## src/shared/psu_sup_pkg.sv

```systemverilog
// shared constants and types of the supply supervisor
package psu_sup_pkg;
  // register offsets (byte addresses, byte address = 4 * index)
  localparam logic [7:0] ADDR_CTRL      = 8'h00;
  localparam logic [7:0] ADDR_STATUS    = 8'h04;
  localparam logic [7:0] ADDR_MASK      = 8'h08;
  localparam logic [7:0] ADDR_OC_LIMIT  = 8'h0C;
  localparam logic [7:0] ADDR_LL_THRESH = 8'h10;
  localparam logic [7:0] ADDR_LL_HYST   = 8'h14;
  localparam logic [7:0] ADDR_OV_LIMIT  = 8'h18;
  localparam logic [7:0] ADDR_UV_LIMIT  = 8'h1C;
  localparam logic [7:0] ADDR_OC_DEB    = 8'h20;
  localparam logic [7:0] ADDR_COMP_LL   = 8'h24;
  localparam logic [7:0] ADDR_COMP_HL   = 8'h28;
  localparam logic [7:0] ADDR_VNOM      = 8'h2C;
  localparam logic [7:0] ADDR_STATE     = 8'h30;

  // control register fields
  localparam int CTRL_CC_EN    = 0;
  localparam int CTRL_OC_REACT = 1;  // 2 bits
  localparam int CTRL_OV_LATCH = 3;
  localparam int CTRL_UV_LATCH = 4;
  localparam logic [31:0] CTRL_RST = 32'h0000_0000;

  // over-current reactions
  localparam logic [1:0] OC_HICCUP   = 2'h0;
  localparam logic [1:0] OC_SHUTDOWN = 2'h1;
  localparam logic [1:0] OC_RECT_OFF = 2'h2;

  // status bits
  localparam int ST_OC       = 0;
  localparam int ST_OV_LOCAL = 1;
  localparam int ST_OV_REM   = 2;
  localparam int ST_UV       = 3;
  localparam int ST_CONT     = 4;
  localparam int ST_LL       = 5;
  localparam int ST_RECT_OFF = 6;
  localparam int ST_IND      = 7;
  localparam int ST_W        = 8;

  // reset values of limits
  localparam logic [11:0] OC_LIMIT_RST  = 12'hFFF;
  localparam logic [11:0] LL_THRESH_RST = 12'h000;
  localparam logic [11:0] LL_HYST_RST   = 12'h010;
  localparam logic [11:0] OV_LIMIT_RST  = 12'hFFF;
  localparam logic [11:0] UV_LIMIT_RST  = 12'h000;
  localparam logic [15:0] OC_DEB_RST    = 16'h000A;
  localparam logic [11:0] VNOM_RST      = 12'h800;

  // continuity: 100 mV at a sense scale given in mV per code
  localparam int CONT_MV        = 100;
  localparam int SENSE_MV_PER_LSB = 10;
  localparam logic [11:0] CONT_CODES = 12'(CONT_MV / SENSE_MV_PER_LSB);

  // fold-back: starts at 90 percent, drops up to 60 percent of nominal
  localparam int CC_START_PCT = 90;
  localparam int CC_DROP_PCT  = 60;

  // timing
  localparam int CLK_HZ       = 10_000_000;
  localparam int RESTART_MS   = 1000;
  localparam int RESTART_CYC  = CLK_HZ / 1000 * RESTART_MS;

  // supervisor states, gray from off through run to restart
  typedef enum logic [1:0] {
    ST_OFF     = 2'b00,
    ST_RUN     = 2'b01,
    ST_RESTART = 2'b11,
    ST_LATCHED = 2'b10
  } sup_state_t;

  // sensed values
  typedef struct packed {
    logic [11:0] current;
    logic [11:0] v_pre;
    logic [11:0] v_post;
    logic [11:0] v_load;
  } sense_t;

  // drive outputs
  typedef struct packed {
    logic primary_en;
    logic rect_en;
    logic soft_start;
  } drive_t;
endpackage

```

## src/rtl/psu_supervisor.sv

```systemverilog
// fault, fold-back and light-load supervisor of a digital supply
`timescale 1ns/1ps

// How it works
// over-current reacts by one second restart, full shutdown, rectifier cut or report only, as programmed
// in fold-back, above 90% of limit, target drops linearly up to 60%
// fold-back acts only when enabled; otherwise normal regulation to limit
// light-load entry and exit use threshold with hysteresis band
// light load sets light-load and rectifier-off flags, rectifiers off
// light load selects the light-load compensation set
// zero light-load threshold never enters light load
// inductor front sense input raises a status flag only while in light load
// three voltage senses; load point over-voltage remote, others local
// over/under voltage may restart automatically after one second
// latched faults stay off until supply-on request is toggled
// difference over 100 mV between adjacent senses flags continuity fault
// two independent compensation sets, light and heavy load
// third pole fixed at half switching frequency, not programmable
// integrating pole follows first zero, not programmed directly
// over-current must persist for programmed debounce before reacting
// one over-current reaction turns off only the rectifiers
// each fault and the light-load mode is captured in a readable sticky status bit
// restart timer holds drives off, then restarts through soft start
module psu_supervisor #(
  parameter int RESTART_CYCLES = psu_sup_pkg::RESTART_CYC
) (
  // clock and reset
  input  wire logic                ref_clk,
  input  wire logic                rst_n,
  // sense inputs
  input  wire psu_sup_pkg::sense_t sense,
  input  wire logic                inductor_front_sense_flag,
  input  wire logic                supply_on_request,
  // drive and loop outputs
  output psu_sup_pkg::drive_t      drive,
  output logic [11:0]              v_target,
  output logic [31:0]              comp_coeffs,
  output logic                     light_load,
  // register port
  input  wire logic [7:0]          addr,
  input  wire logic [31:0]         wdata,
  input  wire logic                wr,
  input  wire logic                rd,
  output logic [31:0]              rdata,
  // interrupt
  output logic                     irq
);
  // a restart shorter than two cycles is refused; zero would wrap the timer compare
  if (RESTART_CYCLES < 2) begin : g_restart_chk
    $error("RESTART_CYCLES too small");
  end

  logic [31:0]              ctrl_r;
  logic [11:0]              oc_limit_r;
  logic [11:0]              ll_thresh_r;
  logic [11:0]              ll_hyst_r;
  logic [11:0]              ov_limit_r;
  logic [11:0]              uv_limit_r;
  logic [15:0]              oc_deb_r;
  logic [31:0]              comp_ll_r;
  logic [31:0]              comp_hl_r;
  logic [11:0]              vnom_r;
  logic [psu_sup_pkg::ST_W-1:0] status_r;
  logic [psu_sup_pkg::ST_W-1:0] mask_r;
  logic [psu_sup_pkg::ST_W-1:0] events;
  logic                     ind_r;
  logic                     pson_r;
  logic                     pson_prev_r;
  logic                     ll_r;
  logic                     ll_nxt;
  logic [15:0]              deb_cnt_r;
  logic                     oc_fault;
  logic                     oc_raw;
  logic                     ov_loc;
  logic                     ov_rem;
  logic                     uv;
  logic                     cont;
  logic                     rect_cut_r;
  logic [31:0]              rst_cnt_r;
  logic                     ss_r;
  psu_sup_pkg::sup_state_t  state_r;
  logic                     hiccup_fault;
  logic                     latch_fault;
  logic                     pson_toggle;

  // each pin passes its own three-flop filter
  psu_pin_filter i_ind_filter (
    .ref_clk (ref_clk),
    .rst_n   (rst_n),
    .pin     (inductor_front_sense_flag),
    .level   (ind_r)
  );
  psu_pin_filter i_pson_filter (
    .ref_clk (ref_clk),
    .rst_n   (rst_n),
    .pin     (supply_on_request),
    .level   (pson_r)
  );

  // comparators
  assign oc_raw = sense.current >= oc_limit_r;
  assign ov_loc = (sense.v_pre > ov_limit_r) ||
                  (sense.v_post > ov_limit_r);
  assign ov_rem = sense.v_load > ov_limit_r;
  assign uv     = (state_r == psu_sup_pkg::ST_RUN) && !ss_r &&
                  (sense.v_load < uv_limit_r);

  function automatic logic [11:0] absdiff(input logic [11:0] a,
                                          input logic [11:0] b);
    absdiff = (a > b) ? a - b : b - a;
  endfunction

  assign cont = (absdiff(sense.v_pre, sense.v_post) >
                 psu_sup_pkg::CONT_CODES) ||
                (absdiff(sense.v_post, sense.v_load) >
                 psu_sup_pkg::CONT_CODES);

  // over-current debounce
  always_ff @(posedge ref_clk) begin
    if (!rst_n) begin
      deb_cnt_r <= 16'h0000;
    end else if (!oc_raw) begin
      deb_cnt_r <= 16'h0000;
    end else if (deb_cnt_r < oc_deb_r) begin
      deb_cnt_r <= deb_cnt_r + 16'h0001;
    end
  end
  assign oc_fault = oc_raw && (deb_cnt_r >= oc_deb_r);

  // light-load detection with hysteresis; the rectifier drive takes the
  // next value so it never lags the light-load output
  always_comb begin
    ll_nxt = ll_r;
    if (ll_thresh_r == 12'h000) begin
      ll_nxt = 1'b0;
    end else if (!ll_r && sense.current < ll_thresh_r) begin
      ll_nxt = 1'b1;
    end else if (ll_r && {1'b0, sense.current} >=
                 {1'b0, ll_thresh_r} + {1'b0, ll_hyst_r}) begin
      ll_nxt = 1'b0;
    end
  end
  always_ff @(posedge ref_clk) begin
    if (!rst_n) ll_r <= 1'b0;
    else ll_r <= ll_nxt;
  end
  assign light_load = ll_r;

  // classify faults by programmed reaction
  // reaction code 3 only reports the fault
  always_comb begin
    hiccup_fault = 1'b0;
    latch_fault  = 1'b0;
    if (oc_fault) begin
      if (ctrl_r[psu_sup_pkg::CTRL_OC_REACT +: 2] == psu_sup_pkg::OC_HICCUP)
        hiccup_fault = 1'b1;
      else if (ctrl_r[psu_sup_pkg::CTRL_OC_REACT +: 2] ==
               psu_sup_pkg::OC_SHUTDOWN)
        latch_fault = 1'b1;
    end
    if (ov_loc || ov_rem) begin
      if (ctrl_r[psu_sup_pkg::CTRL_OV_LATCH]) latch_fault = 1'b1;
      else hiccup_fault = 1'b1;
    end
    if (uv) begin
      if (ctrl_r[psu_sup_pkg::CTRL_UV_LATCH]) latch_fault = 1'b1;
      else hiccup_fault = 1'b1;
    end
  end

  // filtered edge: pin bounce cannot fake a toggle
  assign pson_toggle = pson_r && !pson_prev_r;

  // supervisor state, restart timer and soft start marker
  always_ff @(posedge ref_clk) begin
    if (!rst_n) begin
      state_r     <= psu_sup_pkg::ST_OFF;
      rst_cnt_r   <= 32'h0;
      ss_r        <= 1'b0;
      pson_prev_r <= 1'b0;
    end else begin
      pson_prev_r <= pson_r;
      ss_r        <= 1'b0;
      case (state_r)
        psu_sup_pkg::ST_OFF: begin
          if (pson_r) begin
            state_r <= psu_sup_pkg::ST_RUN;
            ss_r    <= 1'b1;
          end
        end
        psu_sup_pkg::ST_RUN: begin
          // a dropped request wins over any fault
          if (!pson_r) begin
            state_r <= psu_sup_pkg::ST_OFF;
          end else if (latch_fault) begin
            state_r <= psu_sup_pkg::ST_LATCHED;
          end else if (hiccup_fault) begin
            state_r   <= psu_sup_pkg::ST_RESTART;
            rst_cnt_r <= 32'h0;
          end
        end
        psu_sup_pkg::ST_RESTART: begin
          if (rst_cnt_r >= 32'(RESTART_CYCLES - 1)) begin
            state_r <= psu_sup_pkg::ST_OFF;
          end else begin
            rst_cnt_r <= rst_cnt_r + 32'h1;
          end
        end
        psu_sup_pkg::ST_LATCHED: begin
          // only a fresh rising edge of the request restarts
          if (pson_toggle) begin
            state_r <= psu_sup_pkg::ST_RUN;
            ss_r    <= 1'b1;
          end
        end
        default: state_r <= psu_sup_pkg::ST_OFF;
      endcase
    end
  end

  // rectifier-only over-current reaction; released when current clears
  // primary keeps switching, so the output stays up
  always_ff @(posedge ref_clk) begin
    if (!rst_n) begin
      rect_cut_r <= 1'b0;
    end else if (oc_fault && ctrl_r[psu_sup_pkg::CTRL_OC_REACT +: 2] ==
                 psu_sup_pkg::OC_RECT_OFF) begin
      rect_cut_r <= 1'b1;
    end else if (!oc_raw) begin
      rect_cut_r <= 1'b0;
    end
  end

  // drives, registered
  always_ff @(posedge ref_clk) begin
    if (!rst_n) begin
      drive <= '0;
    end else begin
      drive.primary_en <= state_r == psu_sup_pkg::ST_RUN;
      drive.rect_en    <= (state_r == psu_sup_pkg::ST_RUN) &&
                          !ll_nxt && !rect_cut_r;
      drive.soft_start <= ss_r;
    end
  end

  // fold-back target: linear drop from 90% of limit, clamped at 60%
  // 24 bits hold the widest product with margin
  logic [23:0] knee;
  logic [23:0] over;
  logic [23:0] span;
  logic [23:0] drop;
  always_comb begin
    knee = 24'(oc_limit_r) * 24'(psu_sup_pkg::CC_START_PCT) / 24'd100;
    span = 24'(oc_limit_r) - knee;
    over = ({12'h0, sense.current} > knee) ?
           {12'h0, sense.current} - knee : 24'h0;
    if (over > span) over = span;
    drop = (span == 24'h0) ? 24'h0 :
           24'(vnom_r) * 24'(psu_sup_pkg::CC_DROP_PCT) / 24'd100 *
           over / span;
  end
  always_ff @(posedge ref_clk) begin
    if (!rst_n) begin
      v_target <= psu_sup_pkg::VNOM_RST;
    end else if (ctrl_r[psu_sup_pkg::CTRL_CC_EN]) begin
      v_target <= vnom_r - drop[11:0];
    end else begin
      v_target <= vnom_r;
    end
  end

  // compensation set select; pole 3 and the integrator are fixed inside the
  // filter, the sets carry only zero and second pole positions
  always_ff @(posedge ref_clk) begin
    if (!rst_n) comp_coeffs <= 32'h0;
    else comp_coeffs <= ll_r ? comp_ll_r : comp_hl_r;
  end

  // sticky status, set wins over clear
  // bits set every cycle while the event holds
  assign events = {ind_r && ll_r, ll_r, ll_r, cont, uv,
                   ov_rem, ov_loc, oc_fault};
  always_ff @(posedge ref_clk) begin
    if (!rst_n) begin
      status_r <= '0;
    end else begin
      status_r <= (status_r & ~((wr && addr == psu_sup_pkg::ADDR_STATUS) ?
                  wdata[psu_sup_pkg::ST_W-1:0] : '0)) | events;
    end
  end
  assign irq = |(status_r & mask_r);

  // register writes
  always_ff @(posedge ref_clk) begin
    if (!rst_n) begin
      ctrl_r      <= psu_sup_pkg::CTRL_RST;
      mask_r      <= '0;
      oc_limit_r  <= psu_sup_pkg::OC_LIMIT_RST;
      ll_thresh_r <= psu_sup_pkg::LL_THRESH_RST;
      ll_hyst_r   <= psu_sup_pkg::LL_HYST_RST;
      ov_limit_r  <= psu_sup_pkg::OV_LIMIT_RST;
      uv_limit_r  <= psu_sup_pkg::UV_LIMIT_RST;
      oc_deb_r    <= psu_sup_pkg::OC_DEB_RST;
      comp_ll_r   <= 32'h0;
      comp_hl_r   <= 32'h0;
      vnom_r      <= psu_sup_pkg::VNOM_RST;
    end else if (wr) begin
      case (addr)
        psu_sup_pkg::ADDR_CTRL:      ctrl_r      <= {27'h0, wdata[4:0]};
        psu_sup_pkg::ADDR_MASK:      mask_r  <= wdata[psu_sup_pkg::ST_W-1:0];
        psu_sup_pkg::ADDR_OC_LIMIT:  oc_limit_r  <= wdata[11:0];
        psu_sup_pkg::ADDR_LL_THRESH: ll_thresh_r <= wdata[11:0];
        psu_sup_pkg::ADDR_LL_HYST:   ll_hyst_r   <= wdata[11:0];
        psu_sup_pkg::ADDR_OV_LIMIT:  ov_limit_r  <= wdata[11:0];
        psu_sup_pkg::ADDR_UV_LIMIT:  uv_limit_r  <= wdata[11:0];
        psu_sup_pkg::ADDR_OC_DEB:    oc_deb_r    <= wdata[15:0];
        psu_sup_pkg::ADDR_COMP_LL:   comp_ll_r   <= wdata;
        psu_sup_pkg::ADDR_COMP_HL:   comp_hl_r   <= wdata;
        psu_sup_pkg::ADDR_VNOM:      vnom_r      <= wdata[11:0];
        default: ;
      endcase
    end
  end

  // register reads, one cycle later; unmapped reads zero
  always_ff @(posedge ref_clk) begin
    if (!rst_n) begin
      rdata <= 32'h0;
    end else if (rd) begin
      case (addr)
        psu_sup_pkg::ADDR_CTRL:      rdata <= ctrl_r;
        psu_sup_pkg::ADDR_STATUS:    rdata <= 32'(status_r);
        psu_sup_pkg::ADDR_MASK:      rdata <= 32'(mask_r);
        psu_sup_pkg::ADDR_OC_LIMIT:  rdata <= 32'(oc_limit_r);
        psu_sup_pkg::ADDR_LL_THRESH: rdata <= 32'(ll_thresh_r);
        psu_sup_pkg::ADDR_LL_HYST:   rdata <= 32'(ll_hyst_r);
        psu_sup_pkg::ADDR_OV_LIMIT:  rdata <= 32'(ov_limit_r);
        psu_sup_pkg::ADDR_UV_LIMIT:  rdata <= 32'(uv_limit_r);
        psu_sup_pkg::ADDR_OC_DEB:    rdata <= 32'(oc_deb_r);
        psu_sup_pkg::ADDR_COMP_LL:   rdata <= comp_ll_r;
        psu_sup_pkg::ADDR_COMP_HL:   rdata <= comp_hl_r;
        psu_sup_pkg::ADDR_VNOM:      rdata <= 32'(vnom_r);
        psu_sup_pkg::ADDR_STATE:     rdata <= {29'h0, ll_r, state_r};
        default:                     rdata <= 32'h0;
      endcase
    end else begin
      rdata <= 32'h0;
    end
  end
endmodule

// three-flop filter of an asynchronous pin; a change counts only once
// stages two and three agree, so one metastable sample cannot pass
module psu_pin_filter (
  // clock and reset
  input  wire logic ref_clk,
  input  wire logic rst_n,
  // pin and its filtered level
  input  wire logic pin,
  output logic      level
);
  logic [2:0] sync_r;

  always_ff @(posedge ref_clk) begin
    if (!rst_n) begin
      sync_r <= 3'h0;
      level  <= 1'b0;
    end else begin
      sync_r <= {sync_r[1:0], pin};
      if (sync_r[1] == sync_r[2]) level <= sync_r[2];
    end
  end
endmodule

```

## config.mk

```make
export PLATFORM = sky130hd
export DESIGN_NAME = psu_supervisor
export DESIGN_NICKNAME = d
export VERILOG_FILES = /design/src/shared/psu_sup_pkg.sv /design/src/rtl/psu_supervisor.sv
export SDC_FILE = /design/constraint.sdc
export NUM_CORES = 2
export LEC_CHECK = 0
export BUFFER_PORTS_ARGS = -buffer_cell sky130_fd_sc_hd__buf_4
export CAP_MARGIN = 40
export CELL_PAD_IN_SITES_DETAIL_PLACEMENT = 1
export CELL_PAD_IN_SITES_GLOBAL_PLACEMENT = 1
export CORE_MARGIN = 4
export CORE_UTILIZATION = 30
export CTS_BUF_LIST = sky130_fd_sc_hd__clkbuf_8
export CTS_CLUSTER_DIAMETER = 30
export DETAILED_ROUTE_END_ITERATION = 12
export PLACE_DENSITY = 0.59
export SKIP_LAST_GASP = 1
export SLEW_MARGIN = 20
export SYNTH_ARGS = -nofsm -noshare
export SYNTH_HDL_FRONTEND = slang
export SYNTH_SLANG_ARGS = --single-unit
```

## constraint.sdc

```tcl
create_clock -name ref_clk -period 292.9 [get_ports ref_clk]
set_input_delay 43.935 -clock ref_clk [delete_from_list [all_inputs] [get_ports ref_clk]]
set_output_delay 43.935 -clock ref_clk [all_outputs]
set_load 0.01 [all_outputs]
```

# Word level (Yosys, flattened, before mapping)
# Index checks and enable logic that the tools add are counted.
# classes
n_eq_ne,28
mul,3
n_lt_le_gt_ge,16
reduce_logical,41
n_addsub,10
n_div,3
shift,0
bitwise_logic,4
muxes,42
# ops
operator,n
one-hot mux 32 bit (13 select lines),1
two-way mux 32 bit,5
one-hot mux 32 bit (2 select lines),1
> comparator 12 bit,5
subtractor 12 bit,5
two-way mux 12 bit,4
two-way mux 24 bit,2
subtractor 12 x 24 -> 24 bit,2
== test 8 x 6 -> 1 bit (second input constant),5
adder 32 x 1 -> 32 bit (second input constant),1
== test 8 x 5 -> 1 bit (second input constant),4
greater-or-equal comparator 32 x 24 -> 1 bit (second input constant),1
AND reduction 2 bit,13
divider 18 x 7 -> 24 bit (second input constant),1
divider 19 x 7 -> 24 bit (second input constant),1
divider 24 x 24 -> 24 bit,1
> comparator 12 x 24 -> 1 bit,1
> comparator 12 x 4 -> 1 bit (second input constant),2
> comparator 24 bit,1
logical NOT 24 bit,1
less-than comparator 12 bit,2
multiplier 24 x 24 -> 24 bit,1
two-way mux 1 bit,20
multiplier 12 x 6 -> 18 bit (second input constant),1
32 further kinds,66
# totals
output_inout_bits,81
wordCells,176
mem_bits_rw,0
mem_bits_ro,0
regBits,314
input_bits,94
latchBits,0
memories,0

# Longest topological paths before layout
# depth
ltp_word,11
depth_mapped,555
depth_no_buf,527

# Modules after synthesis
# From an unflattened synthesis, not the netlist that was laid out.
# unflattened
cells_unflattened,5862
hier_area_um2,45130.8
# modules_own_cells
mod,cells_each,n_inst,seq_area_each_um2,area_each_um2
psu_supervisor,5842,1,6125.9,44898.1
psu_pin_filter,10,2,80.1,116.4

# Least setup slack after synthesis
# Ideal clock, no wire load.
# synth_path
kind,input-to-reg
start,input sense[36] (netlist bit)
end,register v_target[11]
path_buffers,28
stages,493
setup_time_ns,0.138
required_time_ns,292.762
path_slack_ns,163.091
arrival_ns,129.671
path_cell_list,inv_1 -> ha_1 -> inv_1 -> fa_1 -> a21o_1 -> a21oi_1 -> o21ai_0 -> nor2_1 -> o21bai_1 -> a21oi_1 -> o21bai_1 -> a21oi_1 -> nor3_1 -> clkbuf_1 -> nand2_1 -> inv_1 -> ha_1 -> nor2b_1 -> [... 457 more ...] -> a21oi_1 -> nor2b_1 -> o21a_1 -> ha_1 -> inv_1 -> a21o_1 -> a21o_1 -> a21o_1 -> a21o_1 -> a21oi_1 -> o21bai_1 -> a21oi_1 -> o21bai_1 -> a21o_1 -> a21oi_1 -> xnor2_1 -> and3_1 -> o21ai_0
# synth_between
elab_chain_cells,9
word_cells_on_any_way,10
classes_between,add/sub: 2; mul: 1; div: 1; order compare: 2; mux: 4
# synth_lines
element,line,source
from (decl),psu_supervisor.sv:31,"input wire psu_sup_pkg::sense_t sense,"
subtractor 12 x 24 -> 24 bit or > comparator 12 x 24 -> 1 bit (tied branches),"psu_supervisor.sv:256, psu_supervisor.sv:255",
two-way mux 24 bit (*),psu_supervisor.sv:255,"over = ({12'h0, sense.current} > knee) ?"
> comparator 24 bit,psu_supervisor.sv:257,if (over > span) over = span;
two-way mux 24 bit (*),psu_supervisor.sv:257,
multiplier 24 x 24 -> 24 bit (*),psu_supervisor.sv:259,24'(vnom_r) * 24'(psu_sup_pkg::CC_DROP_PCT) / 24'd100 *
divider 24 x 24 -> 24 bit (*),psu_supervisor.sv:260,over / span;
two-way mux 12 bit (*),psu_supervisor.sv:258,drop = (span == 24'h0) ? 24'h0 :
subtractor 12 bit (*),psu_supervisor.sv:266,v_target <= vnom_r - drop[11:0];
two-way mux 12 bit (*),psu_supervisor.sv:265,end else if (ctrl_r[psu_sup_pkg::CTRL_CC_EN]) begin
to (signal assigned),psu_supervisor.sv:264,v_target <= psu_sup_pkg::VNOM_RST;
to (signal assigned),psu_supervisor.sv:266,
to (signal assigned),psu_supervisor.sv:268,v_target <= vnom_r;
to (decl),psu_supervisor.sv:36,"output logic [11:0] v_target,"
# Mark *: on every way between the ends. The rest lies on a longest branch, timed or not.
# A chain may end at the register's enable or synchronous reset.

# Worst setup path in the final report
# layout_path
start,input sense[37] (netlist bit)
end,register v_target[11]
# Same word-level chain as after synthesis.

==> results.sh <==
export IMPL_syn_inst=5838
export IMPL_holdPathStages=1
export IMPL_hold_violations=0
export IMPL_rsz0062_at_grt="no"
export IMPL_hpwlAfterDp_um=129000
export IMPL_crit_family="compound AO/OA/AOI/OAI gates"
export IMPL_drtPass1Iterations=9
export IMPL_slew_headroom_pct=39.7
export IMPL_htreeDepth=3
export IMPL_drv_slew=0
export IMPL_grt_usage_pct=19.9
export IMPL_top_layer="met4"
export IMPL_postCtsSetupBuffers=0
export IMPL_netlist_area_um2=45500
export IMPL_rr_startpoint="oc_limit_r[3]"
export IMPL_worstHoldStart="i_ind_filter.sync_r[0]"
export IMPL_cts_buffers=68
export IMPL_fin_crit_sh_pct=45.7
export IMPL_regToRegSetupSlack_ps=188920
export IMPL_ys_seq_elements=314
export IMPL_cp_num_buf_inv=29
export IMPL_yosysSeqAreaShare_pct=13.8
export IMPL_num_rows=142
export IMPL_yosys_warnings=0
export IMPL_fin_util_pct=33.8
export IMPL_synthTopCellsByArea="ha_1, dfxtp_1, fa_1, nand2_1, inv_1"
export IMPL_hold_path_class="register to register"
export IMPL_die_y_um=397
export IMPL_avgViaCountPerCell=5.34
export IMPL_initial_core_util_pct=30.3
export IMPL_ys_flop_type="dfxtp_1"
export IMPL_cts_buffer_depth=3
export IMPL_worstMarginPinSlew_ps=902
export IMPL_async_reset_ff_share_pct=0
export IMPL_cts_tree="yes"
export IMPL_dieArea_um2=158000
export IMPL_holdPathEnd="i_ind_filter.sync_r[1]"
export IMPL_drive_above_1_share_pct=9.64
export IMPL_yosysMostFrequentCell="nand2_1"
export IMPL_clkSlewWorstSetupHoldPaths_ps=60
export IMPL_synth_edf_count=0
export IMPL_io_pins=175
export IMPL_critPathSlowestCell="nor4_1"
export IMPL_setup_viol_count_final=0
export IMPL_fmax_mhz=7.47
export IMPL_cpMostUsedCell="o21a_1"
export IMPL_multi_input_area_um2=36500
export IMPL_wl_met1_um=77500
export IMPL_synth_distinct_cells=116
export IMPL_route_met2_wl_um=75600
export IMPL_drtIter0Drc=2525
export IMPL_critPathArrivalTime_ps=134320
export IMPL_tns_ps=0
export IMPL_cp_start_kind="primary input"
export IMPL_status="complete, no violations"
export IMPL_ctsHoldBuffers=0
export IMPL_drt_wl_total_um=161000
export IMPL_nFillCells=18400
export IMPL_timing_final_crit_period_ps=133870
export IMPL_synth_common_cells="nand2_1, ha_1, inv_1"
export IMPL_fp_coreArea_um2=150000
export IMPL_cap_violations=0
export IMPL_gp_congestion=0.872
export IMPL_reg2regPathDepth=521
export IMPL_rr_endpoint="v_target[11]"
export IMPL_port_buffers=174
export IMPL_route_met3_wl_um=5630
export IMPL_vias=42900
export IMPL_fin_skew_ps=52.5
export IMPL_worstPathRequired_ps=293350
export IMPL_antenna_left=0
export IMPL_ff_latch_area_um2=6290
export IMPL_grt_ovfl_total=0
export IMPL_grt_antenna_before_repair=6
export IMPL_cts_num_sinks=314
export IMPL_grt_max_degree=86
export IMPL_final_nets=6928
export IMPL_first_global_vias=44400
export IMPL_worstSetupPathType="primary input to register"
export IMPL_area_delta_synth_final_pct=11.8
export IMPL_insertion_delay_ps=630
export IMPL_drcViolationCount=0
export IMPL_synth_top_area_share_pct=18.7
export IMPL_cts_resized_gates=0
export IMPL_postSynthAreaPerCell_um2=7.79
export IMPL_routedWlPerCell_um=20.1
export IMPL_cp_max_fo=42
export IMPL_grt_pass1_wl_um=254000
export IMPL_root_buffer="clkbuf_8"
export IMPL_endpoint_kind="register"
export IMPL_fp_dieW_um=397
export IMPL_synth_top_area_cell="ha_1"
export IMPL_critPathMaxStageDelay_ps=610
==> worst max-delay path by stage <==
stage	from	endpoint	slack [ps]	cells after the start
6_report	sense[37]	v_target[11]	159030	477
5_1_grt	sense[36]	v_target[11]	150580	485
3_5_place_dp	sense[36]	v_target[11]	158680	480
2_1_floorplan	sense[36]	v_target[11]	163090	493
3_3_place_gp	sense[37]	v_target[11]	159220	473
4_1_cts	sense[36]	v_target[11]	158900	479
==> cell usage in the layout, fill, tap and decap left out, types with 103 or more instances in the layout <==
| cell type | instances |
|---|---|
| nand2_1 | 748 |
| ha_1 | 678 |
| inv_1 | 517 |
| nor2_1 | 359 |
| dfxtp_1 | 313 |
| nor3_1 | 274 |
| buf_4 | 256 |
| o21a_1 | 250 |
| a21oi_1 | 239 |
| fa_1 | 197 |
| o21ai_0 | 194 |
| a21boi_0 | 151 |
| xnor2_1 | 128 |
| o31ai_1 | 125 |
| nor2b_1 | 121 |
| a21o_1 | 104 |
| and2_1 | 103 |
==> metrics by stage <==
step	setup WS (ps)	area, um2	hold WS, ps	instances
floorplan	163090	45500	398	5842
global placement	159220	49100	418	7878
detailed placement	158680	49300	429	7899
CTS	158900	50800	446	8018
global route	150580	50900	466	8026
finish	159030	50900	443	8029
==> registers in the layout, indices dropped and copies added (netlist names), 16 cells and up <==
name and flops:
comp_hl_r 32, comp_coeffs 32, comp_ll_r 32, oc_deb_r 16, rdata 32, rst_cnt_r 32, deb_cnt_r 16
==> worst register-to-register path, delay by kind of cell, from the launching register on <==
kind,cells,cell delay (ps)
and+or+nand+nor,86,10650
xor gates and xnor gates,8,1710
DFF,1,630
AOI/OAI and AO/OA,344,68520
adders and majority gates,40,13330
buffers and inverters,32,4970
muxes,11,4070
==> kinds of logic (layout without fill, tap and decap cells) <==
group | Yosys count | after routing | share of synthesized area, %
and+or+nand+nor | 1956 | 1956 | 20.0
AOI/OAI and AO/OA | 1574 | 1574 | 24.5
adders and majority gates | 877 | 877 | 27.4
buffers and inverters | 734 | 900 | 6.15
DFF | 314 | 314 | 13.8
xor gates and xnor gates | 213 | 213 | 4.12
muxes | 169 | 169 | 3.99
other | 1 | 10 | 0.00824
==> layer usage <==
layer  GRT usage, %  vias to the layer above
met5              0                        -
met4           3.39                        0
met3           1.55                      154
met2           34.4                      718
met1           27.4                    21100
li1               -                    21000
==> layout make-up <==
class,count,area share [%]
Multi-Input combinational cell,4794,71.8
Sequential cell,314,12.4
Tap cell,2016,4.96
Timing Repair Buffer,272,4.09
Inverter,509,3.76
Clock buffer,79,2.14
Clock inverter,40,0.824
Antenna cell,5,0.0246
Power is left out: the tool's default activity adds up to more than one toggle a clock period on the data nets, which glitch-free logic cannot reach.
